==> src/rtl/bf_pkg.sv <==
// Summary of operation
// - blocking input is sampled once per program cycle and held for that cycle.
// - pick-up without blocking raises start; the criterion decides when the delay timers run.
// - pick-up while blocked raises blocked; timers and outputs stay idle.
// - blocking after start clears start and releases like a pick-up drop-out.
// - redundant-trip and breaker-failure timers start together from one pick-up.
// - retrip enable, default on, gates the redundant-trip output and its delay.
// - redundant-trip output after its delay, 5 ms steps, default 100 ms.
// - breaker-failure output after its delay, 5 ms steps, default 200 ms.
// - read-only status: normal, start, retrip, breaker failure, blocked.
// - current-only criterion starts timers on current, ignores trip output.
// - current-only criterion resets timers once all currents drop out.
// - current-and-trip criterion halts timers until trip output is active.
// - current-and-trip criterion resets on current drop or trip release.
// - current-or-trip criterion picks up on either condition.
// - current-or-trip criterion resets only when both conditions are gone.
// - current-or-trip retrip asserts when either stayed active for its delay.
// - current-or-trip breaker failure asserts when either stayed for its delay.
// - with retrip disabled only the breaker-failure timer drives an output.
// - current pick-up releases at 97 percent of its threshold.
// - criterion select chooses current, signals, outputs or combinations; default current.
// - residual source select: none, input one, input two, or computed.
// - trip-monitor mask selects watched primary output relays.
`default_nettype none
package bf_pkg;

  // ***************************************************************
  // register map (byte addresses)
  // ***************************************************************
  localparam logic [7:0] CTRL_OFS   = 8'h00;
  localparam logic [7:0] RT_DLY_OFS = 8'h04;
  localparam logic [7:0] BF_DLY_OFS = 8'h08;
  localparam logic [7:0] PH_THR_OFS = 8'h0c;
  localparam logic [7:0] RS_THR_OFS = 8'h10;
  localparam logic [7:0] MASK_OFS   = 8'h14;
  localparam logic [7:0] STAT_OFS   = 8'h18;

  // ***************************************************************
  // control fields
  // ***************************************************************
  localparam int CTRL_MODE_LSB = 0;  // 4 bits criterion select
  localparam int CTRL_RES_LSB  = 4;  // 2 bits residual source
  localparam int CTRL_RT_EN    = 8;  // retrip enable

  // ***************************************************************
  // reset values
  // ***************************************************************
  localparam logic [3:0]  MODE_RST   = 4'h0;        // current only
  localparam logic [1:0]  RES_RST    = 2'h0;        // not in use
  localparam logic        RT_EN_RST  = 1'b1;
  localparam logic [15:0] RT_DLY_RST = 16'h0014;    // 20 steps = 0.100 s
  localparam logic [15:0] BF_DLY_RST = 16'h0028;    // 40 steps = 0.200 s
  localparam logic [15:0] PH_THR_RST = 16'h0014;    // 0.20 x In in 0.01 units
  localparam logic [15:0] RS_THR_RST = 16'h04b0;    // 1.200 x In in 0.001 units
  localparam logic [7:0]  MASK_RST   = 8'h00;

  // ***************************************************************
  // timing
  // ***************************************************************
  localparam int CLK_HZ         = 10_000_000;
  localparam int TICK_US        = 5000;            // program cycle, 5 ms
  localparam int TICK_CYC       = TICK_US * (CLK_HZ / 1_000_000);
  localparam int BLOCK_LEAD_MS  = 5;               // far-side lead for blocking
  localparam int HYST_NUM       = 97;              // release ratio percent
  localparam int HYST_DEN       = 100;

  // ***************************************************************
  // criteria and status
  // ***************************************************************
  localparam logic [3:0] M_CUR      = 4'h0;
  localparam logic [3:0] M_DO       = 4'h1;
  localparam logic [3:0] M_SIG      = 4'h2;
  localparam logic [3:0] M_CUR_AND_DO  = 4'h3;
  localparam logic [3:0] M_CUR_OR_DO   = 4'h4;
  localparam logic [3:0] M_CUR_AND_SIG = 4'h5;
  localparam logic [3:0] M_CUR_OR_SIG  = 4'h6;
  localparam logic [3:0] M_SIG_AND_DO  = 4'h7;
  localparam logic [3:0] M_SIG_OR_DO   = 4'h8;
  localparam logic [3:0] M_ALL_AND     = 4'h9;
  localparam logic [3:0] M_ALL_OR      = 4'ha;

  localparam logic [2:0] ST_NORMAL  = 3'h0;
  localparam logic [2:0] ST_START   = 3'h1;
  localparam logic [2:0] ST_RETRIP  = 3'h2;
  localparam logic [2:0] ST_BFAIL   = 3'h3;
  localparam logic [2:0] ST_BLOCKED = 3'h4;

endpackage
`default_nettype wire

==> src/rtl/breaker_failure_timer_logic.sv <==
// Decided for this implementation: the address map and the APB slave port.
`default_nettype none
module breaker_failure_timer_logic #(
  parameter int TICK_CYCLES = bf_pkg::TICK_CYC
) (
  input  wire logic        CORE_CLK,
  input  wire logic        RESETN,
  input  wire logic [7:0]  PADDR,
  input  wire logic        PSEL,
  input  wire logic        PENABLE,
  input  wire logic        PWRITE,
  input  wire logic [31:0] PWDATA,
  output logic [31:0]      PRDATA,
  output logic             PREADY,
  output logic             PSLVERR,
  input  wire logic [15:0] PHASE_L1,
  input  wire logic [15:0] PHASE_L2,
  input  wire logic [15:0] PHASE_L3,
  input  wire logic [15:0] RES_IN1,
  input  wire logic [15:0] RES_IN2,
  input  wire logic [15:0] RES_CALC,
  input  wire logic [7:0]  TRIP_RELAYS,
  input  wire logic [7:0]  TRIP_SIGNALS,
  input  wire logic        BLOCK_IN,
  output logic             START_OUT,
  output logic             BLOCKED_OUT,
  output logic             RETRIP_OUT,
  output logic             BREAKER_FAILURE_OUTPUT
);

  // ***************************************************************
  // state
  // ***************************************************************
  typedef struct packed {
    logic [3:0]  mode;
    logic [1:0]  res_sel;
    logic        rt_en;
    logic [15:0] rt_dly;
    logic [15:0] bf_dly;
    logic [15:0] ph_thr;
    logic [15:0] rs_thr;
    logic [7:0]  mask;
    logic [31:0] rdata;
    logic [2:0]  blk_sync;   // [0] first stage, [1] second, [2] per-tick copy
    logic [15:0] cur_sync1;  // first stage: only feeds second
    logic [15:0] cur_sync2;
    logic [15:0] ph_sync1;   // first stage: only feeds second
    logic [15:0] ph_sync2;
    logic [7:0]  do_sync1;
    logic [7:0]  do_sync2;
    logic [7:0]  sig_sync1;
    logic [7:0]  sig_sync2;
    logic [31:0] div;
    logic        ph_pick;
    logic        rs_pick;
    logic [15:0] elapsed;
    logic        start;
    logic        blocked;
    logic        retrip;
    logic        bfail;
  } state_s;

  state_s s_q;
  state_s s_d;

  // current pick-up with fixed release ratio
  function automatic logic pick(input logic [15:0] meas, input logic [15:0] thr,
                                input logic was);
    logic [31:0] m100;
    logic [31:0] t97;
    m100 = 32'(meas) * 32'(bf_pkg::HYST_DEN);
    t97  = 32'(thr) * 32'(bf_pkg::HYST_NUM);
    if (was) pick = (m100 >= t97);
    else     pick = (meas > thr);
  endfunction

  // the three phase levels are reduced to one max to save synchroniser width
  logic [15:0] ph_max;
  logic [15:0] res_val;
  always_comb begin
    ph_max = PHASE_L1;
    if (PHASE_L2 > ph_max) ph_max = PHASE_L2;
    if (PHASE_L3 > ph_max) ph_max = PHASE_L3;
  end

  // residual source select
  always_comb begin
    case (s_q.res_sel)
      2'h1:    res_val = RES_IN1;
      2'h2:    res_val = RES_IN2;
      2'h3:    res_val = RES_CALC;
      default: res_val = 16'h0000;
    endcase
  end

  // combinational view of the current tick
  logic        tick;
  logic        cur;
  logic        dom;
  logic        sig;
  logic        pickup;
  logic        run;
  logic        wr;
  logic        rd;
  logic [15:0] elapsed_n;
  logic [2:0]  status;

  always_comb begin
    tick = (s_q.div == 32'(TICK_CYCLES - 1));
    cur  = s_q.ph_pick | s_q.rs_pick;
    dom  = |(s_q.do_sync2 & s_q.mask);              // watched relays
    sig  = |s_q.sig_sync2;
    // criterion decides pick-up and whether timers may count
    pickup = 1'b0;
    run    = 1'b0;
    case (s_q.mode)
      bf_pkg::M_CUR: begin
        pickup = cur;                               // trip ignored
        run    = cur;                               // drop-out resets
      end
      bf_pkg::M_DO: begin
        pickup = dom;
        run    = dom;
      end
      bf_pkg::M_SIG: begin
        pickup = sig;
        run    = sig;
      end
      bf_pkg::M_CUR_AND_DO: begin
        pickup = cur;
        run    = cur & dom;                         // halted until trip
      end
      bf_pkg::M_CUR_OR_DO: begin
        pickup = cur | dom;                         // either condition
        run    = cur | dom;                         // reset needs both gone
      end
      bf_pkg::M_CUR_AND_SIG: begin
        pickup = cur;
        run    = cur & sig;
      end
      bf_pkg::M_CUR_OR_SIG: begin
        pickup = cur | sig;
        run    = cur | sig;
      end
      bf_pkg::M_SIG_AND_DO: begin
        pickup = sig;
        run    = sig & dom;
      end
      bf_pkg::M_SIG_OR_DO: begin
        pickup = sig | dom;
        run    = sig | dom;
      end
      bf_pkg::M_ALL_AND: begin
        pickup = cur;
        run    = cur & sig & dom;
      end
      bf_pkg::M_ALL_OR: begin
        pickup = cur | sig | dom;
        run    = cur | sig | dom;
      end
      default: begin
        pickup = 1'b0;
        run    = 1'b0;
      end
    endcase
    // one counter serves both delays, so both start together
    elapsed_n = (s_q.elapsed == 16'hffff) ? s_q.elapsed : s_q.elapsed + 16'h0001;
    wr = PSEL & PENABLE & PWRITE;
    rd = PSEL & ~PWRITE;
    if (s_q.blocked)     status = bf_pkg::ST_BLOCKED;
    else if (s_q.bfail)  status = bf_pkg::ST_BFAIL;
    else if (s_q.retrip) status = bf_pkg::ST_RETRIP;
    else if (s_q.start)  status = bf_pkg::ST_START;
    else                 status = bf_pkg::ST_NORMAL;
  end

  // ***************************************************************
  // next state
  // ***************************************************************
  always_comb begin
    s_d = s_q;
    // two-flop synchronisers for pins
    s_d.blk_sync[0] = BLOCK_IN;
    s_d.blk_sync[1] = s_q.blk_sync[0];
    s_d.cur_sync1   = res_val;
    s_d.cur_sync2   = s_q.cur_sync1;
    s_d.ph_sync1    = ph_max;
    s_d.ph_sync2    = s_q.ph_sync1;
    s_d.do_sync1    = TRIP_RELAYS;
    s_d.do_sync2    = s_q.do_sync1;
    s_d.sig_sync1   = TRIP_SIGNALS;
    s_d.sig_sync2   = s_q.sig_sync1;
    s_d.div = tick ? 32'h0000_0000 : s_q.div + 32'h0000_0001;

    // program cycle evaluation
    if (tick) begin
      // residual pick-up; phase handled from the sampled max below
      s_d.rs_pick = (s_q.res_sel != 2'h0) & pick(s_q.cur_sync2, s_q.rs_thr, s_q.rs_pick);
      s_d.ph_pick = pick(s_q.ph_sync2, s_q.ph_thr, s_q.ph_pick);
      s_d.blk_sync[2] = s_q.blk_sync[1];            // sampled once per cycle
      if (!pickup) begin
        s_d.start   = 1'b0;
        s_d.blocked = 1'b0;
        s_d.retrip  = 1'b0;
        s_d.bfail   = 1'b0;
        s_d.elapsed = 16'h0000;
      end else if (s_q.blk_sync[1]) begin
        // blocked: release as on drop-out
        s_d.blocked = 1'b1;
        s_d.start   = 1'b0;
        s_d.retrip  = 1'b0;
        s_d.bfail   = 1'b0;
        s_d.elapsed = 16'h0000;
      end else begin
        s_d.blocked = 1'b0;
        s_d.start   = 1'b1;
        if (run) begin
          s_d.elapsed = elapsed_n;
          // outputs on first tick reaching delay
          if (s_q.rt_en && elapsed_n >= s_q.rt_dly) s_d.retrip = 1'b1;
          if (elapsed_n >= s_q.bf_dly) s_d.bfail = 1'b1;
        end else begin
          s_d.elapsed = 16'h0000;                   // halted or reset
          s_d.retrip  = 1'b0;
          s_d.bfail   = 1'b0;
        end
      end
      if (!s_q.rt_en) s_d.retrip = 1'b0;
    end

    // apb register writes
    if (wr) begin
      case (PADDR)
        bf_pkg::CTRL_OFS: begin
          s_d.mode    = PWDATA[bf_pkg::CTRL_MODE_LSB +: 4];
          s_d.res_sel = PWDATA[bf_pkg::CTRL_RES_LSB +: 2];
          s_d.rt_en   = PWDATA[bf_pkg::CTRL_RT_EN];
        end
        bf_pkg::RT_DLY_OFS: s_d.rt_dly = PWDATA[15:0];
        bf_pkg::BF_DLY_OFS: s_d.bf_dly = PWDATA[15:0];
        bf_pkg::PH_THR_OFS: s_d.ph_thr = PWDATA[15:0];
        bf_pkg::RS_THR_OFS: s_d.rs_thr = PWDATA[15:0];
        bf_pkg::MASK_OFS:   s_d.mask   = PWDATA[7:0];
        default: ;
      endcase
    end

    // read data captured in setup so the access phase returns it
    if (rd && !PENABLE) begin
      case (PADDR)
        bf_pkg::CTRL_OFS:   s_d.rdata = {23'h0, s_q.rt_en, 2'h0, s_q.res_sel, s_q.mode};
        bf_pkg::RT_DLY_OFS: s_d.rdata = {16'h0, s_q.rt_dly};
        bf_pkg::BF_DLY_OFS: s_d.rdata = {16'h0, s_q.bf_dly};
        bf_pkg::PH_THR_OFS: s_d.rdata = {16'h0, s_q.ph_thr};
        bf_pkg::RS_THR_OFS: s_d.rdata = {16'h0, s_q.rs_thr};
        bf_pkg::MASK_OFS:   s_d.rdata = {24'h0, s_q.mask};
        bf_pkg::STAT_OFS:   s_d.rdata = {13'h0, s_q.elapsed, status};
        default:            s_d.rdata = 32'h0000_0000;
      endcase
    end
  end

  // ***************************************************************
  // registers
  // ***************************************************************
  always_ff @(posedge CORE_CLK) begin
    if (!RESETN) begin
      s_q         <= '0;
      s_q.mode    <= bf_pkg::MODE_RST;
      s_q.res_sel <= bf_pkg::RES_RST;
      s_q.rt_en   <= bf_pkg::RT_EN_RST;
      s_q.rt_dly  <= bf_pkg::RT_DLY_RST;
      s_q.bf_dly  <= bf_pkg::BF_DLY_RST;
      s_q.ph_thr  <= bf_pkg::PH_THR_RST;
      s_q.rs_thr  <= bf_pkg::RS_THR_RST;
      s_q.mask    <= bf_pkg::MASK_RST;
    end else begin
      s_q <= s_d;
    end
  end

  // outputs; zero-wait apb, unmapped addresses answer with an error
  always_comb begin
    PRDATA  = s_q.rdata;
    PREADY  = 1'b1;
    PSLVERR = PSEL & PENABLE & (PADDR > bf_pkg::STAT_OFS | PADDR[1:0] != 2'h0
              | (PWRITE & PADDR == bf_pkg::STAT_OFS));
    START_OUT              = s_q.start;
    BLOCKED_OUT            = s_q.blocked;
    RETRIP_OUT             = s_q.retrip;
    BREAKER_FAILURE_OUTPUT = s_q.bfail;
  end

endmodule
`default_nettype wire

==> config.mk <==
export PLATFORM = sky130hd
export DESIGN_NAME = breaker_failure_timer_logic
export DESIGN_NICKNAME = d
export VERILOG_FILES = /design/src/rtl/bf_pkg.sv /design/src/rtl/breaker_failure_timer_logic.sv
export SDC_FILE = /design/constraint.sdc
export NUM_CORES = 1
export LEC_CHECK = 0
export CORE_MARGIN = 2
export CORE_UTILIZATION = 43
export CTS_CLUSTER_SIZE = 14
export DETAILED_ROUTE_END_ITERATION = 10
export DONT_BUFFER_PORTS = 1
export GPL_ROUTABILITY_DRIVEN = 0
export GPL_TIMING_DRIVEN = 1
export MAX_ROUTING_LAYER = met4
export PLACE_DENSITY = 0.58
export RECOVER_POWER = 50
export SLEW_MARGIN = 20
export SYNTH_ARGS = -nofsm -noshare
export SYNTH_HDL_FRONTEND = slang
export SYNTH_SLANG_ARGS = --single-unit
==> constraint.sdc <==
create_clock -name CORE_CLK -period 12.06 [get_ports CORE_CLK]
set_clock_uncertainty 0.15 [all_clocks]
set_input_delay 0.603 -clock CORE_CLK [delete_from_list [all_inputs] [get_ports CORE_CLK]]
set_output_delay 0.603 -clock CORE_CLK [all_outputs]
set_load 0.02 [all_outputs]
==> flow_results.org <==
** Synth
- Yosys printed 0 warnings.
- After synthesis, the share of cell area in mux cells is 0.0199.
- Of the total synthesized cell area, the portion taken by AND, OR, NAND and NOR gates is 0.158.
- Of the total synthesized cell area, the portion taken by full adders, half adders and majority gates is 0.284.
- By area the synthesized netlist is led by sky130_fd_sc_hd__dfxtp_1 25%, sky130_fd_sc_hd__ha_1 25%, sky130_fd_sc_hd__a21oi_1 4.7%, sky130_fd_sc_hd__nand2_1 4.7%, sky130_fd_sc_hd__inv_1 4.2%.
- Portion of synthesized cell area occupied by the leading cell type :: 0.254
- Dominant register cell in the synthesized netlist :: sky130_fd_sc_hd__dfxtp_1
- A synthesized cell averages 8.60 sq um.
- Of the total synthesized cell area, the portion taken by XOR and XNOR cells is 0.0454.
- Cell area after technology mapping :: 0.0197 sq mm
- Number of different library cells in the post-synthesis netlist :: 77
- Share of synthesized area occupied by flip-flops and latches :: 0.254
- Cell count after synthesis :: 2290
- After synthesis, the largest family of logic cells by area is adder cells.
- The largest total area in the synthesized netlist belongs to sky130_fd_sc_hd__dfxtp_1.
- Counting flops with a built-in enable in the synthesized netlist gives 0.
- The share of the synthesized area in compound gates (AO/OA/AOI/OAI) was 0.167.
- Flop and latch count out of synthesis :: 250
- Synth async-reset ratio :: 0

** Clocking
- The longest clock path from root to sink contains 3 buffers.
- In this run the post-CTS setup repair buffer count came out at 0.
- Number of gates resized after cts :: 0
- For this design, the sink count on the clock tree is 250.
- The tree is rooted in a sky130_fd_sc_hd__clkbuf_16.
- Hold repair after CTS inserted 8 buffers.
- Worst-Skew Late Latency :: 0.57 ns
- Clock-pin slew was measured on the worst setup and hold paths at 0.07 ns.
- Clock tree synthesis inserted a total of 28 buffers.
- In this run the number of H-tree levels came out at 1.
- TritonCTS built the clock tree.

** Worst setup path
- Data on the critical path arrives at its endpoint at 5.97 ns.
- Crit. End Element :: flop
- The largest individual stage delay along the critical path comes from the cell sky130_fd_sc_hd__a2111oi_0.
- Along the worst path, the maximum fanout reaches 6.
- By startpoint and endpoint, the worst setup path is classified as flop to flop.
- Grouping stages by cell kind, the critical path spends the most delay in compound AO/OA/AOI/OAI gates.
- Largest stage delay on the critical path :: 0.94 ns
- Most prevalent standard cell on the critical path :: sky130_fd_sc_hd__ha_1
- The critical path contains buffers and inverters numbering 2 combined.
- Ordered list of cells on the worst path :: ha_1 > ha_1 > ha_1 > inv_1 > fa_1 > inv_1 > ha_1 > a21o_1 > a2111oi_0 > nand2b_1 > a21oi_1 > o21bai_1 > a21oi_1 > xor2_1 > ha_1 > a21o_1 > nand2_1 > nand4b_1 > a211oi_1 > a211oi_1
- Sort of element at the start of the critical path :: flop
- Required time at the worst-slack endpoint :: 12.30 ns

** Pwr
- Leakage power summed over all cells :: 9.92 nW
- The worst-case IR drop observed on VDD is 0.104 mV.
- Dividing total power by cell area gives a power density of 96.7 mW/mm^2.

** Timing
- Of the available clock period, the critical path in the final layout requires 0.475.
- Final Hold Viols :: 0
- Setup violations remaining at the end of the flow were counted as 0.
- In this run the tightest slew margin relative to its limit is -0.400.
- The final-report max-slew violation count is 59.
- Setup repair after global routing missed its margin :: false
- Static timing analysis puts the maximum clock frequency at 175 MHz.
- For the pin with the worst max-slew slack, the measured transition is 2.10 ns.
- The worst path meets setup with 6.33 ns of slack.
- After routing, the total negative slack on setup checks comes to 0 ns.
- Final critical-path required period :: 5.73 ns

** Place
- OpenSTA, run right after detailed placement, puts the worst setup slack at 6.51 ns.
- Detailed placement ended at an HPWL of 39000 microns.
- Placed Instances :: 2800
- Port Buffer Count :: 0

** Layout
- Relative to the synthesized area, the layout overhead comes to 6.96%.
- Post-route non-filler standard cell count :: 2860
- The final layout contains 2821 nets.
- Leaving out fill and tap cells, the most frequent cell in the layout is sky130_fd_sc_hd__ha_1.
- The number of antenna diodes in the final layout is 0.
- In the final layout, the share of cells above drive strength 1 is 0.0407.
- Commonest cells after routing, fill and taps aside :: 387 x sky130_fd_sc_hd__ha_1, 250 x sky130_fd_sc_hd__dfxtp_1, 246 x sky130_fd_sc_hd__nand2_1, 221 x sky130_fd_sc_hd__inv_1, 185 x sky130_fd_sc_hd__a21oi_1

** Routing
- The detailed router finished its first iteration with 998 violations.
- Detailed-route via count :: 15900
- Drt wl/cell :: 17.7 microns
- Before antenna repair, the detailed router went through 5 iterations.
- Number of antenna-violating nets in the routed design :: 0
- After detailed routing, the total wire length is 50600 microns.
- Via density per instance :: 5.55
- # DRC :: 0

** Global route
- Number of antenna violations at the first check in global routing :: 0
- The total overflow left after global routing is 0.
- The number of global-route vias before repair was 16000.
- For this run, the total global-route usage over all layers was measured as 0.220.
- The first global-routing pass estimated 82600 microns of wire.
- Maximum number of pins on one net before global-route repair :: 105

** Floorplanning
- The die is 218 microns tall.
- The die is 218 microns wide.
- Initial core utilization :: 0.435
- Total die area :: 0.0475 sq mm
- After floorplanning, the core was divided into 78 placement rows.
- CORE AREA :: 0.0453 sq mm
- I/O pin count :: 196

** Run
- Number of violations of the max-capacitance limit :: 2

** Outcome
- Violations in the final reports :: max-capacitance violations, max-slew violations
- Result of the run :: finished with violations

** Worst hold path
- The worst hold path belongs to the class input port to flop.
where the power goes:
group / total [mW] / switching, mW / internal [mW]
clock: 0.950 / 0.373 / 0.577
combinational: 0.230 / 0.129 / 0.101
sequential: 0.856 / 0.0121 / 0.844
total: 2.04 / 0.515 / 1.52
stage by stage:
step / hold slack, ns / power, mW / utilization / instance area [sq um]
3_5_place_dp: 0.268 / 1.10 / 0.441 / 20000
2_1_floorplan: 0.262 / 1.06 / - / 19700
3_3_place_gp: 0.263 / 1.09 / 0.441 / 20000
4_1_cts: 0.000246 / 2.05 / 0.466 / 21100
6_report: 0.0140 / 2.04 / 0.465 / 21100
5_1_grt: 0.00785 / 2.12 / 0.465 / 21100
cell families after synthesis:
group	after synthesis
and+or+nand+nor	636
xor gates and xnor gates	102
DFF	250
adders and majority gates	425
muxes	37
buffers and inverters	330
AOI/OAI and AO/OA	508
other	2
layer usage:
metal	global-route usage	wire, microns	vias up
met1	0.278	22900	7552
met4	0.0508	1220	0
li1	-	-	7890
met3	0.0278	2510	61
met2	0.374	24000	381
met5	-	0	-
flip-flops by register name, indices dropped and copies added, names as in the netlist:
register,count
BLOCKED_OUT,1
BREAKER_FAILURE_OUTPUT,1
PRDATA,19
RETRIP_OUT,1
START_OUT,1
s_d,49
s_q,178
synthesized netlist by cell type (10+ instances only):
cell type	count
sky130_fd_sc_hd__ha_1	387
sky130_fd_sc_hd__dfxtp_1	250
sky130_fd_sc_hd__nand2_1	246
sky130_fd_sc_hd__inv_1	221
sky130_fd_sc_hd__a21oi_1	185
sky130_fd_sc_hd__nor2_1	115
sky130_fd_sc_hd__and2_1	74
sky130_fd_sc_hd__o21ai_0	65
sky130_fd_sc_hd__xor2_1	53
sky130_fd_sc_hd__a21o_1	49
sky130_fd_sc_hd__xnor2_1	49
sky130_fd_sc_hd__clkbuf_1	47
sky130_fd_sc_hd__nand3_1	42
sky130_fd_sc_hd__a22oi_1	41
sky130_fd_sc_hd__fa_1	38
sky130_fd_sc_hd__buf_4	33
sky130_fd_sc_hd__nand4_1	32
sky130_fd_sc_hd__o31ai_1	24
sky130_fd_sc_hd__buf_2	23
sky130_fd_sc_hd__nor3_1	23
sky130_fd_sc_hd__and3_1	21
sky130_fd_sc_hd__mux2i_1	20
sky130_fd_sc_hd__a31oi_1	18
sky130_fd_sc_hd__mux2_2	17
sky130_fd_sc_hd__nand2b_1	17
sky130_fd_sc_hd__o211ai_1	16
sky130_fd_sc_hd__a211oi_1	14
sky130_fd_sc_hd__nor4_1	13
sky130_fd_sc_hd__o21a_1	13
sky130_fd_sc_hd__a221oi_1	11
sky130_fd_sc_hd__nor2b_1	11
sky130_fd_sc_hd__o21bai_1	10
final cells by class:
| cell class | count | area (sq um) |
|---|---|---|
| fill | 4499 | 24200 |
| clock inverter | 21 | 287 |
| clock buffer | 31 | 743 |
| sequential | 250 | 5000 |
| multi-input combinational | 1722 | 13300 |
| tap | 600 | 751 |
| timing repair buffer | 14 | 118 |
| inverter | 222 | 835 |
worst paths after layout:
kind	start	to	slack (ns)	depth (start not counted)
setup / recovery	s_q[218]	s_q[21]	6.33	20
hold / removal	PWDATA[6]	s_q[231]	0.01	2
setup reg to reg	s_q[218]	s_q[21]	6.33	20
hold reg to reg	s_d[89]	s_q[89]	0.28	1
(Power assumes the default switching activity.)
